File: src/nfc_pkg.sv
// package for the parallel nor flash host controller: constants, types and operation codes
//----------------------------------------------------------------------
// Summary of operation
//----------------------------------------------------------------------
// Summary of operation
// RL1: write only with strobe and select low
// RL2: address at last fall, data first rise
// RL3: read data valid with select, output enable low
// RL4: select high means device deselected, standby
// RL5: program single words into erased sectors only; the host does not check this, and the testbench overwrites a programmed word
// RL6: three unlock cycles then address and data
// RL7: word program ends within 20 us
// RL8: reads during program return status only
// RL9: device ignores commands while programming
// RL10: sector 2 KWord, block 32 KWord
// RL11: sector erase six cycles, last 30h
// RL12: block erase six cycles, last 50h
// RL13: erase address at fall, code at rise
// RL14: device ignores commands while erasing
// RL15: chip erase last cycle 10h to 5555h
// RL16: chip erase leaves all bits one
// RL17: chip erase reads give status only
// RL18: bit 7 poll, bit 6 toggle status
// RL19: reread twice on inconsistent status read
// RL20: array 16 bits, 128K to 512K words
// RL21: bit 7 inverted while programming, zero erasing
// RL22: bit 6 alternates while operation runs
// RL23: invalid cycle aborts the unlock sequence
// RL24: upper address bits from 11 pick sector
// RL25: unlock aa to 5555h, 55 to 2aaah
// RL26: no array data until completion reported
package nfc_pkg;
    //----------------------------------------------------------------------
    // geometry and codes
    //----------------------------------------------------------------------
    localparam int          NFC_ADDR_W      = 19;
    localparam int          NFC_SECTOR_LSB  = 11;
    localparam int          NFC_BLOCK_LSB   = 15;
    localparam logic [15:0] NFC_UNLOCK_A1   = 16'h5555;
    localparam logic [15:0] NFC_UNLOCK_A2   = 16'h2aaa;
    localparam logic [15:0] NFC_CODE_AA     = 16'h00aa;
    localparam logic [15:0] NFC_CODE_55     = 16'h0055;
    localparam logic [15:0] NFC_CODE_PROG   = 16'h00a0;
    localparam logic [15:0] NFC_CODE_ERASE  = 16'h0080;
    localparam logic [15:0] NFC_CODE_SECTOR = 16'h0030;
    localparam logic [15:0] NFC_CODE_BLOCK  = 16'h0050;
    localparam logic [15:0] NFC_CODE_CHIP   = 16'h0010;
    localparam int          NFC_POLL_BIT    = 7;
    localparam int          NFC_TOGGLE_BIT  = 6;
    localparam int          NFC_REREADS     = 2;
    //----------------------------------------------------------------------
    // timing
    //----------------------------------------------------------------------
    localparam int NFC_CLK_MHZ       = 50;
    localparam int NFC_PHASE_NS      = 100;
    localparam int NFC_PHASE_CYC     = (NFC_PHASE_NS * NFC_CLK_MHZ + 999) / 1000;
    localparam int NFC_PROG_MAX_US   = 20;
    localparam int NFC_PROG_MAX_CYC  = NFC_PROG_MAX_US * NFC_CLK_MHZ;
    localparam int NFC_ERASE_MAX_MS  = 100;
    localparam int NFC_ERASE_MAX_CYC = NFC_ERASE_MAX_MS * 1000 * NFC_CLK_MHZ;
    localparam int NFC_CNT_W         = 24;

    typedef enum logic [1:0] {
        NFC_OP_READ  = 2'b00,
        NFC_OP_PROG  = 2'b01,
        NFC_OP_ERASE = 2'b10
    } nfc_op_t;

    typedef enum logic [1:0] {
        NFC_ER_SECTOR = 2'b00,
        NFC_ER_BLOCK  = 2'b01,
        NFC_ER_CHIP   = 2'b10
    } nfc_erase_t;

    typedef struct packed {
        nfc_op_t               op;
        nfc_erase_t            kind;
        logic [NFC_ADDR_W-1:0] addr;
        logic [15:0]           data;
    } nfc_req_t;

    typedef struct packed {
        logic        done;
        logic        fail;
        logic [15:0] data;
    } nfc_rsp_t;
endpackage

File: src/nfc_bus_cycle.sv
// one bus cycle on the flash pins, write or read, at fixed phase lengths
`timescale 1ns/1ps
module nfc_bus_cycle
    import nfc_pkg::*;
#(
    parameter int PHASE = NFC_PHASE_CYC
) (
    input  wire logic                  core_clk,
    input  wire logic                  rstn,
    input  wire logic                  ce,
    input  wire logic                  start,
    input  wire logic                  is_write,
    input  wire logic [NFC_ADDR_W-1:0] addr,
    input  wire logic [15:0]           wdata,
    input  wire logic [15:0]           dq_in,
    output logic                       busy,
    output logic                       done,
    output logic [15:0]                rdata,
    output logic                       chip_sel_n,
    output logic                       out_en_n,
    output logic                       wr_strobe_n,
    output logic [NFC_ADDR_W-1:0]      addr_out,
    output logic [15:0]                dq_out,
    output logic                       dq_oe_n
);
    typedef enum logic [1:0] {
        NFC_BC_IDLE  = 2'b00,
        NFC_BC_SETUP = 2'b01,
        NFC_BC_PULSE = 2'b10,
        NFC_BC_HOLD  = 2'b11
    } nfc_bc_state_t;

    nfc_bc_state_t state;
    logic [7:0]    cnt;
    logic          wr;
    wire           phase_end = (cnt == 8'(PHASE - 1));

    always_ff @(posedge core_clk) begin
        if (!rstn) begin
            state       <= NFC_BC_IDLE;
            cnt         <= 8'h00;
            wr          <= 1'b0;
            busy        <= 1'b0;
            done        <= 1'b0;
            rdata       <= 16'h0000;
            chip_sel_n  <= 1'b1;
            out_en_n    <= 1'b1;
            wr_strobe_n <= 1'b1;
            addr_out    <= '0;
            dq_out      <= 16'h0000;
            dq_oe_n     <= 1'b1;
        end else if (ce) begin
            done <= 1'b0;
            cnt  <= phase_end ? 8'h00 : cnt + 8'h01;
            case (state)
                NFC_BC_IDLE: begin
                    cnt <= 8'h00;
                    if (start) begin
                        // address settles while both strobes are high [RL2]
                        state      <= NFC_BC_SETUP;
                        busy       <= 1'b1;
                        wr         <= is_write;
                        addr_out   <= addr;
                        dq_out     <= wdata;
                        dq_oe_n    <= !is_write;
                        chip_sel_n <= 1'b0;
                    end
                end
                NFC_BC_SETUP: if (phase_end) begin
                    state <= NFC_BC_PULSE;
                    // select held low, strobe pulses low for a write [RL1]
                    if (wr) wr_strobe_n <= 1'b0;
                    else    out_en_n    <= 1'b0;
                end
                NFC_BC_PULSE: if (phase_end) begin
                    // strobe rises first, data still stable on the pins [RL2]
                    state       <= NFC_BC_HOLD;
                    wr_strobe_n <= 1'b1;
                    out_en_n    <= 1'b1;
                    if (!wr) rdata <= dq_in; // sampled with select and oe low [RL3]
                end
                NFC_BC_HOLD: if (phase_end) begin
                    // select released: device back in standby [RL4]
                    state      <= NFC_BC_IDLE;
                    chip_sel_n <= 1'b1;
                    dq_oe_n    <= 1'b1;
                    busy       <= 1'b0;
                    done       <= 1'b1;
                end
                default: state <= NFC_BC_IDLE;
            endcase
        end
    end
endmodule

File: src/nfc_host.sv
// host controller sequencing program, erase and read operations on the flash pins
`timescale 1ns/1ps
module nfc_host
    import nfc_pkg::*;
#(
    parameter int PROG_MAX  = NFC_PROG_MAX_CYC,
    parameter int ERASE_MAX = NFC_ERASE_MAX_CYC
) (
    input  wire logic                  core_clk,
    input  wire logic                  rstn,
    input  wire logic                  ce,
    input  wire logic                  req_valid,
    input  wire nfc_req_t              req,
    output logic                       req_ready,
    output nfc_rsp_t                   rsp,
    output logic                       chip_sel_n,
    output logic                       out_en_n,
    output logic                       wr_strobe_n,
    output logic [NFC_ADDR_W-1:0]      addr_out,
    output logic [15:0]                dq_out,
    output logic                       dq_oe_n,
    input  wire logic [15:0]           dq_in
);
    //----------------------------------------------------------------------
    // state
    //----------------------------------------------------------------------
    typedef enum logic [2:0] {
        NFC_ST_IDLE  = 3'b000,
        NFC_ST_CMD   = 3'b001,
        NFC_ST_WAIT  = 3'b010,
        NFC_ST_POLL  = 3'b011,
        NFC_ST_CHECK = 3'b100,
        NFC_ST_READ  = 3'b101,
        NFC_ST_DONE  = 3'b110
    } nfc_state_t;

    nfc_state_t           state;
    nfc_req_t             cur;
    logic [2:0]           step;
    logic [NFC_CNT_W-1:0] timer;
    logic [1:0]           rereads;
    logic [15:0]          last_rd;
    logic                 have_last;
    logic                 bc_start;
    logic                 bc_busy;
    logic                 bc_done;
    logic [15:0]          bc_rdata;

    //----------------------------------------------------------------------
    // command cycle selection
    //----------------------------------------------------------------------
    wire        is_prog    = (cur.op == NFC_OP_PROG);
    wire [2:0]  n_cycles   = is_prog ? 3'd4 : 3'd6;             // [RL6] [RL11] [RL12]
    wire        last_cycle = (step == n_cycles - 3'd1);
    wire [NFC_ADDR_W-1:0] sec_addr = {cur.addr[NFC_ADDR_W-1:NFC_SECTOR_LSB],
                                      {NFC_SECTOR_LSB{1'b0}}};  // [RL24] [RL10]
    wire [NFC_ADDR_W-1:0] blk_addr = {cur.addr[NFC_ADDR_W-1:NFC_BLOCK_LSB],
                                      {NFC_BLOCK_LSB{1'b0}}};   // [RL10]
    wire [NFC_ADDR_W-1:0] a1 = NFC_ADDR_W'(NFC_UNLOCK_A1);
    wire [NFC_ADDR_W-1:0] a2 = NFC_ADDR_W'(NFC_UNLOCK_A2);
    wire [15:0] erase_code = (cur.kind == NFC_ER_SECTOR) ? NFC_CODE_SECTOR :
                             (cur.kind == NFC_ER_BLOCK)  ? NFC_CODE_BLOCK  :
                                                           NFC_CODE_CHIP;   // [RL11] [RL12] [RL15]
    wire [NFC_ADDR_W-1:0] erase_addr = (cur.kind == NFC_ER_SECTOR) ? sec_addr :
                                       (cur.kind == NFC_ER_BLOCK)  ? blk_addr : a1; // [RL15]
    // unlock pair, opcode, second unlock pair before erase codes [RL25]
    wire        odd_step = (step == 3'd1) || (step == 3'd4);
    wire [NFC_ADDR_W-1:0] cyc_addr =
        last_cycle ? (is_prog ? cur.addr : erase_addr) :
        odd_step   ? a2 : a1;
    wire        op_step  = (step == 3'd2);
    wire [15:0] op_code  = is_prog ? NFC_CODE_PROG : NFC_CODE_ERASE;
    wire [15:0] cyc_data =
        last_cycle ? (is_prog ? cur.data : erase_code) :
        odd_step   ? NFC_CODE_55 :
        op_step    ? op_code : NFC_CODE_AA;

    //----------------------------------------------------------------------
    // completion status
    //----------------------------------------------------------------------
    // status bits of the poll read [RL18]
    wire poll_bit   = bc_rdata[NFC_POLL_BIT];
    wire toggle_now = bc_rdata[NFC_TOGGLE_BIT];
    // expected bit 7 at completion: true data for program, one for erase [RL21]
    wire want_bit   = is_prog ? cur.data[NFC_POLL_BIT] : 1'b1;
    // toggling stopped and polarity matches means finished [RL22]
    wire stable     = have_last && (toggle_now == last_rd[NFC_TOGGLE_BIT])
                      && (poll_bit == want_bit);
    wire check_ok   = (bc_rdata == last_rd) && (poll_bit == want_bit);
    // a word still different once settled was not erased before programming
    wire fin_ok     = is_prog ? (bc_rdata == cur.data) : (&bc_rdata);  // [RL16]

    //----------------------------------------------------------------------
    // request intake and timeout
    //----------------------------------------------------------------------
    // ready drops after every take, so a request held high is taken once
    wire take       = (state == NFC_ST_IDLE) && req_valid && req_ready;
    wire next_ready = (state == NFC_ST_IDLE) && !req_valid;
    // erase bound is a chosen figure, program bound the word program maximum
    wire [NFC_CNT_W-1:0] limit = is_prog ? NFC_CNT_W'(PROG_MAX) : NFC_CNT_W'(ERASE_MAX);
    wire timed_out  = (timer >= limit);
    wire timing     = (state == NFC_ST_WAIT) || (state == NFC_ST_POLL) || (state == NFC_ST_CHECK);
    // the timer saturates so a stuck device cannot wrap it back under the limit
    wire [NFC_CNT_W-1:0] next_timer = timed_out ? timer : timer + NFC_CNT_W'(1);

    //----------------------------------------------------------------------
    // bus cycle engine
    //----------------------------------------------------------------------
    // one engine runs writes and status reads, so both see the same pin timing
    wire bc_is_wr   = (state == NFC_ST_CMD);
    wire [NFC_ADDR_W-1:0] bc_addr = bc_is_wr ? cyc_addr : cur.addr;
    nfc_bus_cycle u_cycle (
        .core_clk    (core_clk),
        .rstn        (rstn),
        .ce          (ce),
        .start       (bc_start),
        .is_write    (bc_is_wr),
        .addr        (bc_addr),
        .wdata       (cyc_data),
        .dq_in       (dq_in),
        .busy        (bc_busy),
        .done        (bc_done),
        .rdata       (bc_rdata),
        .chip_sel_n  (chip_sel_n),
        .out_en_n    (out_en_n),
        .wr_strobe_n (wr_strobe_n),
        .addr_out    (addr_out),
        .dq_out      (dq_out),
        .dq_oe_n     (dq_oe_n)
    );

    //----------------------------------------------------------------------
    // sequencer
    //----------------------------------------------------------------------
    // a fresh request is only taken in idle, so a command reaches a busy
    // device only after a timeout; the device would ignore it anyway [RL9] [RL14] [RL17]
    always_ff @(posedge core_clk) begin
        if (!rstn) begin
            state     <= NFC_ST_IDLE;
            cur       <= '0;
            step      <= 3'd0;
            timer     <= '0;
            rereads   <= 2'd0;
            last_rd   <= 16'h0000;
            have_last <= 1'b0;
            bc_start  <= 1'b0;
            req_ready <= 1'b0;
            rsp       <= '0;
        end else if (ce) begin
            bc_start  <= 1'b0;
            rsp.done  <= 1'b0;
            req_ready <= next_ready;
            if (timing)
                timer <= next_timer;
            case (state)
                NFC_ST_IDLE: if (take) begin
                    // caller is trusted to program only erased words [RL5]
                    cur       <= req;
                    step      <= 3'd0;
                    timer     <= '0;
                    have_last <= 1'b0;
                    rereads   <= 2'd0;
                    req_ready <= 1'b0;
                    bc_start  <= 1'b1;
                    state     <= (req.op == NFC_OP_READ) ? NFC_ST_READ : NFC_ST_CMD;
                end
                NFC_ST_CMD: if (bc_done) begin
                    // cycles are issued back to back with no foreign cycle
                    // between them, so the sequence never aborts [RL23]
                    step     <= step + 3'd1;
                    bc_start <= 1'b1;
                    if (last_cycle) begin
                        bc_start <= 1'b1;
                        state    <= NFC_ST_POLL; // status valid after last rise [RL18]
                    end
                end
                NFC_ST_POLL: if (bc_done) begin
                    // only status is read until completion is seen [RL8] [RL26]
                    last_rd   <= bc_rdata;
                    have_last <= 1'b1;
                    bc_start  <= 1'b1;
                    if (stable) begin
                        rereads <= 2'd0;
                        state   <= NFC_ST_CHECK;
                    end else if (timed_out) begin
                        state    <= NFC_ST_DONE;
                        rsp.fail <= 1'b1;     // program overran 20 us bound, or erase its own bound [RL7]
                        bc_start <= 1'b0;
                    end
                end
                NFC_ST_CHECK: if (bc_done) begin
                    // two confirming rereads before completion [RL19]
                    // a differing reread means the stable read was a race
                    if (!check_ok) begin
                        bc_start <= 1'b1;
                        state    <= NFC_ST_POLL;
                    end else if (rereads == 2'(NFC_REREADS - 1)) begin
                        state    <= NFC_ST_DONE;
                        rsp.fail <= !fin_ok;
                        rsp.data <= bc_rdata;
                    end else begin
                        rereads  <= rereads + 2'd1;
                        bc_start <= 1'b1;
                    end
                end
                NFC_ST_READ: if (bc_done) begin
                    rsp.data <= bc_rdata;
                    rsp.fail <= 1'b0;
                    state    <= NFC_ST_DONE;
                end
                // wait for the engine to go idle so the next take starts clean
                NFC_ST_DONE: if (!bc_busy) begin
                    rsp.done <= 1'b1;
                    state    <= NFC_ST_IDLE;
                end
                NFC_ST_WAIT: state <= NFC_ST_POLL;
                default: state <= NFC_ST_IDLE;
            endcase
            // fail stands until the next request is taken; data stands until a later read or check overwrites it
            if (take) rsp.fail <= 1'b0;
        end
    end
endmodule

File: config.mk
export PLATFORM = sky130hd
export DESIGN_NAME = nfc_host
export DESIGN_NICKNAME = d
export VERILOG_FILES = /design/src/nfc_pkg.sv /design/src/nfc_bus_cycle.sv /design/src/nfc_host.sv
export SDC_FILE = /design/constraint.sdc
export NUM_CORES = 1
export LEC_CHECK = 0
export ABC_CLOCK_PERIOD_IN_PS = 5100
export BUFFER_PORTS_ARGS = -buffer_cell sky130_fd_sc_hd__buf_2
export CORE_MARGIN = 2
export CORE_UTILIZATION = 35
export DETAILED_ROUTE_END_ITERATION = 8
export GPL_TIMING_DRIVEN = 0
export PLACE_DENSITY = 0.52
export SLEW_MARGIN = 10
export SYNTH_ARGS = -nofsm -noshare
export SYNTH_HDL_FRONTEND = slang
export SYNTH_HIERARCHICAL = 1
export SYNTH_SLANG_ARGS = --single-unit
File: constraint.sdc
create_clock -name core_clk -period 5.1 [get_ports core_clk]
set_input_delay 0.765 -clock core_clk [delete_from_list [all_inputs] [get_ports core_clk]]
set_output_delay 0.765 -clock core_clk [all_outputs]
set_load 0.05 [all_outputs]
== After elaboration in Yosys (flattened, before gate mapping) ==
Cells that the tools add are included.

* Add/subtract/negate cells: 5
* $lt $le $gt $ge: 1
* Equality and inequality tests: 47
* Muxes and demuxes: 93
* Bitwise logic cells: 1
* Reduce and logical (&&, ||, !) cells: 38

{| class="wikitable"
|+ Operators with widths
! operator !! count
|-
| $mux W24 || 4
|-
| $mux W19 || 5
|-
| $mux W17 || 4
|-
| $mux W3 || 14
|-
| $eq A16 B16 Y1 || 2
|-
| $mux W16 || 2
|-
| $pmux W16 S2 || 1
|-
| $mux W1 || 31
|-
| $add A24 B1 Y24 const B || 1
|-
| $ge A24 B23 Y1 || 1
|-
| $mux W8 || 3
|-
| $mux W23 || 1
|-
| $mux W2 || 11
|-
| $pmux W3 S7 || 1
|-
| $ne A2 B1 Y1 const B || 9
|-
| $ne A2 B2 Y1 const B || 8
|-
| $reduce_and A16 Y1 || 1
|-
| $reduce_and A4 Y1 || 4
|-
| $mux W15 || 1
|-
| $ne A3 B2 Y1 const B || 5
|-
| $reduce_and A5 Y1 || 3
|-
| $mux W7 || 2
|-
| $eq A3 B3 Y1 const B || 4
|-
| $mux W6 || 2
|-
| 32 further kinds || 65
|}

* Flip-flop bits (word level): 176
* Input bits: 59
* Output and inout port bits: 58
* Word-level logic and storage cells: 212

== Depth between registers and ports, before layout ==
Gate-level depths: netlist of run 1.

* Word-level depth: 8
* Depth in mapped cells: 11
* Mapped depth without buffers: 10

== By module ==
The synthesis of run 1 kept the hierarchy.

{| class="wikitable"
|+ By module, submodules not included
! module !! instances !! cells an instance !! area an instance (um^2) !! sequential area each (um^2)
|-
| nfc_host || 1 || 696 || 5690.5 || 2162.1
|-
| nfc_bus_cycle || 1 || 309 || 2643.8 || 1361.3
|}

== Least setup slack after synthesis of run 1 ==
OpenSTA, ideal clock, no wires.

* Path kind: reg-to-reg
* Start: reg cur[37] (netlist name)
* End: reg, netlist name state[0]
* Library setup time: 117 ps
* Arrival: 2481 ps
* Data required time: 4983 ps
* Path slack: 2501 ps
* Stages on the path, launching flop included: 11
* Buffers on the path: 1
* Clock period less this slack: 2599 ps
* Cell sequence: dfxtp_1 -> nor2b_1 -> clkbuf_1 -> ha_1 -> nor4b_1 -> o221ai_1 -> o211ai_1 -> a41o_1 -> or3_1 -> o211ai_1 -> a32o_1

{| class="wikitable"
|+ RTL lines
! what !! RTL line !! source
|-
| from (decl) || nfc_host.sv:38 || <nowiki>nfc_req_t cur;</nowiki>
|-
| from (signal assigned) || nfc_host.sv:158 || <nowiki>cur <= req;</nowiki>
|}

==> results of run 1 <==
-- cell usage in the layout (no fill, tap or decap), types with 24 or more instances in the layout --
master / count
nor2_1: 70
buf_2: 119
a21oi_1: 52
dfxtp_1: 176
nor2b_1: 29
mux2i_1: 38
xnor2_1: 32
nand2_1: 231
a21boi_0: 62
xor2_1: 30
clkbuf_1: 36
inv_1: 24
-- cell families (layout without fill, tap and decap cells) --
family	after synthesis	count (layout)	share of synthesized area (%)
buf+inv	76	224	3.74
fa+ha+maj	17	17	2.55
xor+xnor	62	62	6.52
flops	176	176	42.3
mux	38	38	4.56
compound gates	188	188	15.3
simple gates	448	448	25.0
-- through the flow --
| step | utilization [%] | cell area [um^2] | cells |
|---|---|---|---|
| 3_5_place_dp | 39.8 | 9310 | 1440 |
| 2_1_floorplan | - | 8330 | 1005 |
| 5_1_grt | 42.3 | 9900 | 1472 |
| 6_report | 42.3 | 9900 | 1472 |
| 4_1_cts | 42.3 | 9900 | 1472 |
| 3_3_place_gp | 39.8 | 9310 | 1440 |
-- cell usage after synthesis (16+ instances only) --
library cell  instances
a21boi_0             62
a21oi_1              52
clkbuf_1             36
dfxtp_1             176
ha_1                 17
inv_1                24
mux2i_1              38
nand2_1             231
nand3_1              19
nand4_1              16
nor2_1               70
nor2b_1              29
nor3_1               17
o21ai_0              19
xnor2_1              32
xor2_1               30
-- power groups by stage --
stage,Clock [mW],Combinational (mW),Sequential [mW]
4_1_cts,1.34,0.197,1.40
2_1_floorplan,0,0.109,1.44
3_5_place_dp,0,0.196,1.43
3_3_place_gp,0,0.197,1.43
6_report,1.31,0.196,1.40
5_1_grt,1.39,0.215,1.40
-- flip-flops by register name (all words and copies together), names as in the netlist, 2 cells and up --
signal            count
cur                  35
timer                24
u_cycle/addr_out     19
rsp                  18
last_rd              16
u_cycle/dq_out       16
u_cycle/rdata        16
u_cycle/cnt           8
blk_addr              4
state                 3
step                  3
rereads               2
u_cycle/state         2
-- worst min-delay path, delay by kind of cell, from the launching register on --
kind / cells / cell delay, ns
flops: 1 / 0.31
simple gates: 1 / 0.05
compound gates: 1 / 0.05
-- worst min-delay path by stage --
stage | slack, ns | endpoint | start
detailed placement | 0.44 | u_cycle/dq_out[10] | u_cycle/dq_out[10]
floorplan | 0.44 | blk_addr[15] | blk_addr[15]
finish | 0.45 | u_cycle/dq_out[13] | u_cycle/dq_out[13]
global placement | 0.44 | u_cycle/dq_out[10] | u_cycle/dq_out[10]
CTS | 0.45 | u_cycle/dq_out[13] | u_cycle/dq_out[13]
global route | 0.47 | u_cycle/dq_out[7] | u_cycle/dq_out[7]
-- routing by layer --
layer / global-route usage (%) / vias to the layer above / share of wire [%]
met5: 0 / - / 0
met4: 4.89 / 0 / 1.3
met3: 3.32 / 19 / 3.6
met2: 30.6 / 136 / 45
met1: 27.6 / 3336 / 50
li1: - / 3670 / -
-- cell type report --
cell class	instances	share of cell area [%]
clock inverters	15	1.67
multi-input cells	753	45.4
repair buffers	116	5.86
well taps	319	4.03
inverters	25	0.947
flip-flops and latches	176	35.6
plain buffers	51	2.20
clock buffers	17	4.30
==> impl_metrics.ini, run 1 <==
[timing]
fmax_mhz = 295
hold_viol_final = 0
slew_violations = 0
whs_ns = 0.455
worst_pin_slew_ns = 0.941
maxSlewHeadroom_pct = 36.8
period_needed_ns = 3.39
finClkSkew_ns = 0.0136
finalSetupViolCount = 0
fin_ws_ns = 1.71
tns_ns = 0
rsz0062_at_grt = false
finalCritPeriodShare_pct = 66.4

[power_and_ir_drop]
p_per_area_nw_per_um2 = 293
vdd_ir_drop_max_mv = 0.223
cell_internal_pwr_mw = 2.12
p_switching_mw = 0.788
pwr-share-clk_pct = 45.0
power_mw = 2.90
swShare_pct = 27.1
combPwrFrac_pct = 6.8
p_leak_nw = 3.91
p_seq_share_pct = 48.2

[floorplanning]
num_rows = 56
dieArea_um2 = 25100
die_w_um = 158
die_h_um = 158
initial_core_util_pct = 35.6
io_pins = 117
core_um2 = 23400

[worst_setup_path]
r2r-start = cur[37]
rr_worst_depth = 10
cp_cell_sequence = nor2b_1 -> clkbuf_1 -> ha_1 -> nor4b_1 -> o221ai_1 -> o211ai_1 -> a41o_1 -> or3_1 -> o211ai_1 -> a32o_1
worstPathMaxFanout = 10
cp-start-kind = flop
crit_path_end_kind = flop
slowest_delay_ns = 0.55
reg2reg_to = state[0]
critPathTopFamily = compound AO/OA/AOI/OAI gates
crit_start = cur[37]
crit_top_cell = o211ai_1
r2r_slack_ns = 1.71
crit_cells = 10
cp.arrival_ns = 3.71
cp.required_ns = 5.42
cp.buffers_inverters = 1
path_class = flop to flop
cp_slowest_cell = clkbuf_1
endpoint = state[0]

[hold_path]
hp-class = flop to flop
hold_depth = 2

[synth]
synthesis.nets = 1081
synth_top_area_share_pct = 42.3
syn_area_um2 = 8330
ys_seq_area_share_pct = 42.3
ys_async_sr_fraction_pct = 0
yosys.area.top_type = dfxtp_1
synth.top_cells.by_area = dfxtp_1 (42%), nand2_1 (10%), a21boi_0 (5.6%), mux2i_1 (4.6%), xnor2_1 (3.4%)
synth_edf_count = 0
avgSynthCellArea_um2 = 8.29
synth-seq-cells = 176
yosys_most_used_dff = dfxtp_1
synth_cell_types = 65
synth_warnings = 6
syn_inst = 1005

[clocking]
cts.repair.resized = 0
cts.clk_slew.worst_paths_ns = 0.08
cts_tree = built
cts-hold-fix-buffers = 0
cts_buffers = 17
cts_max_level = 4
clk_latency_ns = 0.44
clockBufferDepth = 2
cts_setup_buffers = 0
numClockSinks = 176
clockRootBuffer = clkbuf_16

[place]
detailed_place_hpwl_mm = 17.8
place.gp.congestion = 0.841
pre_cts_ws_ns = 1.74
io_buffers = 116

[finish]
syn_to_final_growth_pct = 18.8
layout.area.seq_um2 = 3520
final_layout_size_suffix_gt1_share_pct = 15.0
diodes = 0
n_fill_cell = 2447
multi_input_area_um2 = 4500
nNetsFinal = 1216

[routing]
antenna_left = 0
wirelength_mm = 23.9
num_vias = 7161
drt-initial-drc-count = 409
drc = 0
post_drt_wl_per_cell_um = 16.2
first_pass_iters = 4
avgViaCountPerCell = 4.86

[global_route]
track_usage_pct = 19.4
grt_max_degree = 20
grt_first_pass_wirelength_mm = 37.5
antenna_found_initial = 0
gr-total-overflow = 0
grt_pass1_vias = 6764

[flow_run]
max-cap-violations = 0

[run_status]
status = complete, no violations
(Power assumes the default switching activity.)
==> run 2, diff against run 1 <==
- ABC_AREA: unset -> 1
- ABC_CLOCK_PERIOD_IN_PS: 5100 -> 3100
- PLACE_DENSITY: 0.52 -> 0.54
- clock period: 5.1 -> 3.1 ns (I/O delays scaled with it)
==> impl_metrics.ini, run 2 <==
[run_status]
status = complete, no violations

[worst_setup_path]
cp-start-kind = flop
worstPathMaxFanout = 10
cp.required_ns = 3.47
crit_path_end_kind = flop
cp.arrival_ns = 2.97
path_class = flop to flop

[synth]
synth_warnings = 6
synth_edf_count = 0
synth-seq-cells = 176
ys_seq_area_share_pct = 40.7
synth_fa_ha_area_share_pct = 2.46
yosys.area.top_type = dfxtp_1
syn_inst = 1248
synth_top_area_share_pct = 40.7
synth.top_cells.by_area = dfxtp_1 (41%), nand2_1 (11%), nor2_1 (8.6%), a21oi_1 (7.9%), o21ai_0 (5.6%)
synth_commonest_cells = nand2_1 (247), nor2_1 (199), dfxtp_1 (176)
avgSynthCellArea_um2 = 6.93
ys_async_sr_fraction_pct = 0
synth_xor_area_share_pct = 2.23
synthesis.nets = 1324
synth-compound-area-share_pct = 16.5
syn_area_um2 = 8650
synth.most_common_cell = nand2_1
synth-simple-area-share_pct = 29.7
synth_top_family_by_area = simple AND/OR/NAND/NOR gates
yosys_most_used_dff = dfxtp_1
synth_mux_area_share_pct = 0
synth_cell_types = 42

[timing]
fmax_mhz = 384
worst_pin_slew_ns = 0.670
period_needed_ns = 2.60
slew_violations = 0
finalSetupViolCount = 0
tns_ns = 0
maxSlewHeadroom_pct = 55.3
finalCritPeriodShare_pct = 84.0
finClkSkew_ns = 0.0221
hold_viol_final = 0
rsz0062_at_grt = false

[clocking]
cts_tree = built
clockBufferDepth = 2
cts_max_level = 4
cts_buffers = 17
numClockSinks = 176
cts.repair.resized = 0
cts.clk_slew.worst_paths_ns = 0.07
clockRootBuffer = clkbuf_16
clk_latency_ns = 0.44
cts-hold-fix-buffers = 0
cts_setup_buffers = 0

[finish]
largestRegisters = cur: 35 flops, timer: 24 flops, u_cycle/addr_out: 19 flops
layout_common_cells = nand2_1 (247), nor2_1 (199), dfxtp_1 (176), a21oi_1 (136), buf_2 (129)
diodes = 0
multi_input_area_um2 = 4400
n_fill_cell = 2636
largest_reg_flops = 35
nNetsFinal = 1458
post-route-util_pct = 42.0
layout_commonest_cell = nand2_1
final_layout_size_suffix_gt1_share_pct = 16.1
layout.area.seq_um2 = 3520
top_register = cur
syn_to_final_growth_pct = 18.1

[global_route]
track_usage_pct = 20.0
grt_pass1_vias = 7739
grt_first_pass_wirelength_mm = 41.1
gr-total-overflow = 0
grt_max_degree = 17
antenna_found_initial = 0

[power_and_ir_drop]
swShare_pct = 33.3
p_seq_share_pct = 41.0
p_per_area_nw_per_um2 = 589
combPwrFrac_pct = 23.1
vdd_ir_drop_max_mv = 0.318
p_leak_nw = 4.31
cell_internal_pwr_mw = 4.02
pwr-share-clk_pct = 35.9
p_switching_mw = 2.00

[hold_path]
hp-class = input port to flop

[routing]
antenna_left = 0
num_vias = 8382
drc = 0
post_drt_wl_per_cell_um = 15.0
drt-initial-drc-count = 483
wirelength_mm = 25.9
first_pass_iters = 5
avgViaCountPerCell = 4.88

[place]
detailed_place_hpwl_mm = 19.7
place.gp.congestion = 0.884
io_buffers = 115

[floorplanning]
dieArea_um2 = 26000
die_w_um = 161
io_pins = 117
initial_core_util_pct = 35.6
core_um2 = 24300
num_rows = 57
die_h_um = 161

[flow_run]
max-cap-violations = 0
==> run 2: changes by cell type in the layout (fill, tap and decap cells not counted), moves of 14 or more <==
cell,delta
a21boi_0,-62
a21oi_1,+84
and2_1,-14
inv_1,+86
mux2i_1,-38
nand2_1,+16
nand3_1,+27
nand4_1,+18
nor2_1,+129
nor2b_1,-29
o21a_1,-14
o21ai_0,+78
xnor2_1,-24
xor2_1,-16
==> run 2: area by class of cell <==
cell class                 count  share of cell area, %
multi-input combinational    900                   43.0
sequential                   176                   34.5
timing repair buffer         115                   5.63
clock buffer                  22                   4.74
inverter                     123                   4.54
tap                          324                   3.97
buffer                        49                   2.61
clock inverter                10                  0.992
==> run 2: stage by stage <==
stage	power [mW]	setup slack, ns	area (um^2)	cells	hold slack, ns
after floorplan	3.53	0.990	8650	1248	0.430
after global placement	3.91	0.494	9630	1687	0.442
after detailed placement	3.91	0.477	9630	1687	0.444
after CTS	6.07	0.474	10200	1719	0.244
after global routing	6.36	0.100	10200	1719	0.262
final	6.02	0.496	10200	1719	0.257
==> run 2: critical path, cell delays in order, from the launching register on <==
cell and delay, ns:
dfxtp_1 0.44, inv_2 0.07, nor2_2 0.20, buf_6 0.18
ha_1 0.25, inv_1 0.06, nor2_1 0.04, nor2_1 0.15
nand2_1 0.07, nor2_1 0.10, nand2_1 0.08, nand2_2 0.12
nand2_4 0.10, inv_2 0.07, nand2_1 0.10, nor2_2 0.24
nand3_1 0.10, nand2_1 0.07, inv_1 0.03, nor2_1 0.09
==> run 2: routing by layer <==
metal	vias to the layer above	track usage (%)	wire, um	share of wire [%]
met5	-	0	0	0
met4	0	6.17	539	2.1
met3	34	3.08	1160	4.5
met2	200	32.3	11800	46
met1	3800	27.5	12400	48
li1	4348	-	-	-
==> run 2: path summary, 6_finish.rpt <==
kind | endpoint | slack (ns) | startpoint | cells after the start
worst max-delay path | timer[16] | 0.50 | cur[37] | 19
worst min-delay path | cur[17] | 0.26 | req[17] | 3
worst max register to register | timer[16] | 0.50 | cur[37] | 19
worst min register to register | blk_addr[17] | 0.45 | blk_addr[17] | 2
==> run 2: logic make-up (layout without fill, tap and decap cells) <==
group / Yosys count / in the layout
and+or+nand+nor: 590 / 590
buffers and inverters: 172 / 319
DFF: 176 / 176
AOI/OAI and AO/OA: 271 / 271
xor gates and xnor gates: 22 / 22
adders and majority gates: 17 / 17
==> run 2: power groups by stage <==
stage	clock (mW)	combinational (mW)	sequential (mW)
after floorplan	0	0.960	2.57
after global placement	0	1.39	2.52
after detailed placement	0	1.39	2.52
after CTS	2.21	1.39	2.47
after global routing	2.30	1.57	2.49
final	2.16	1.39	2.47
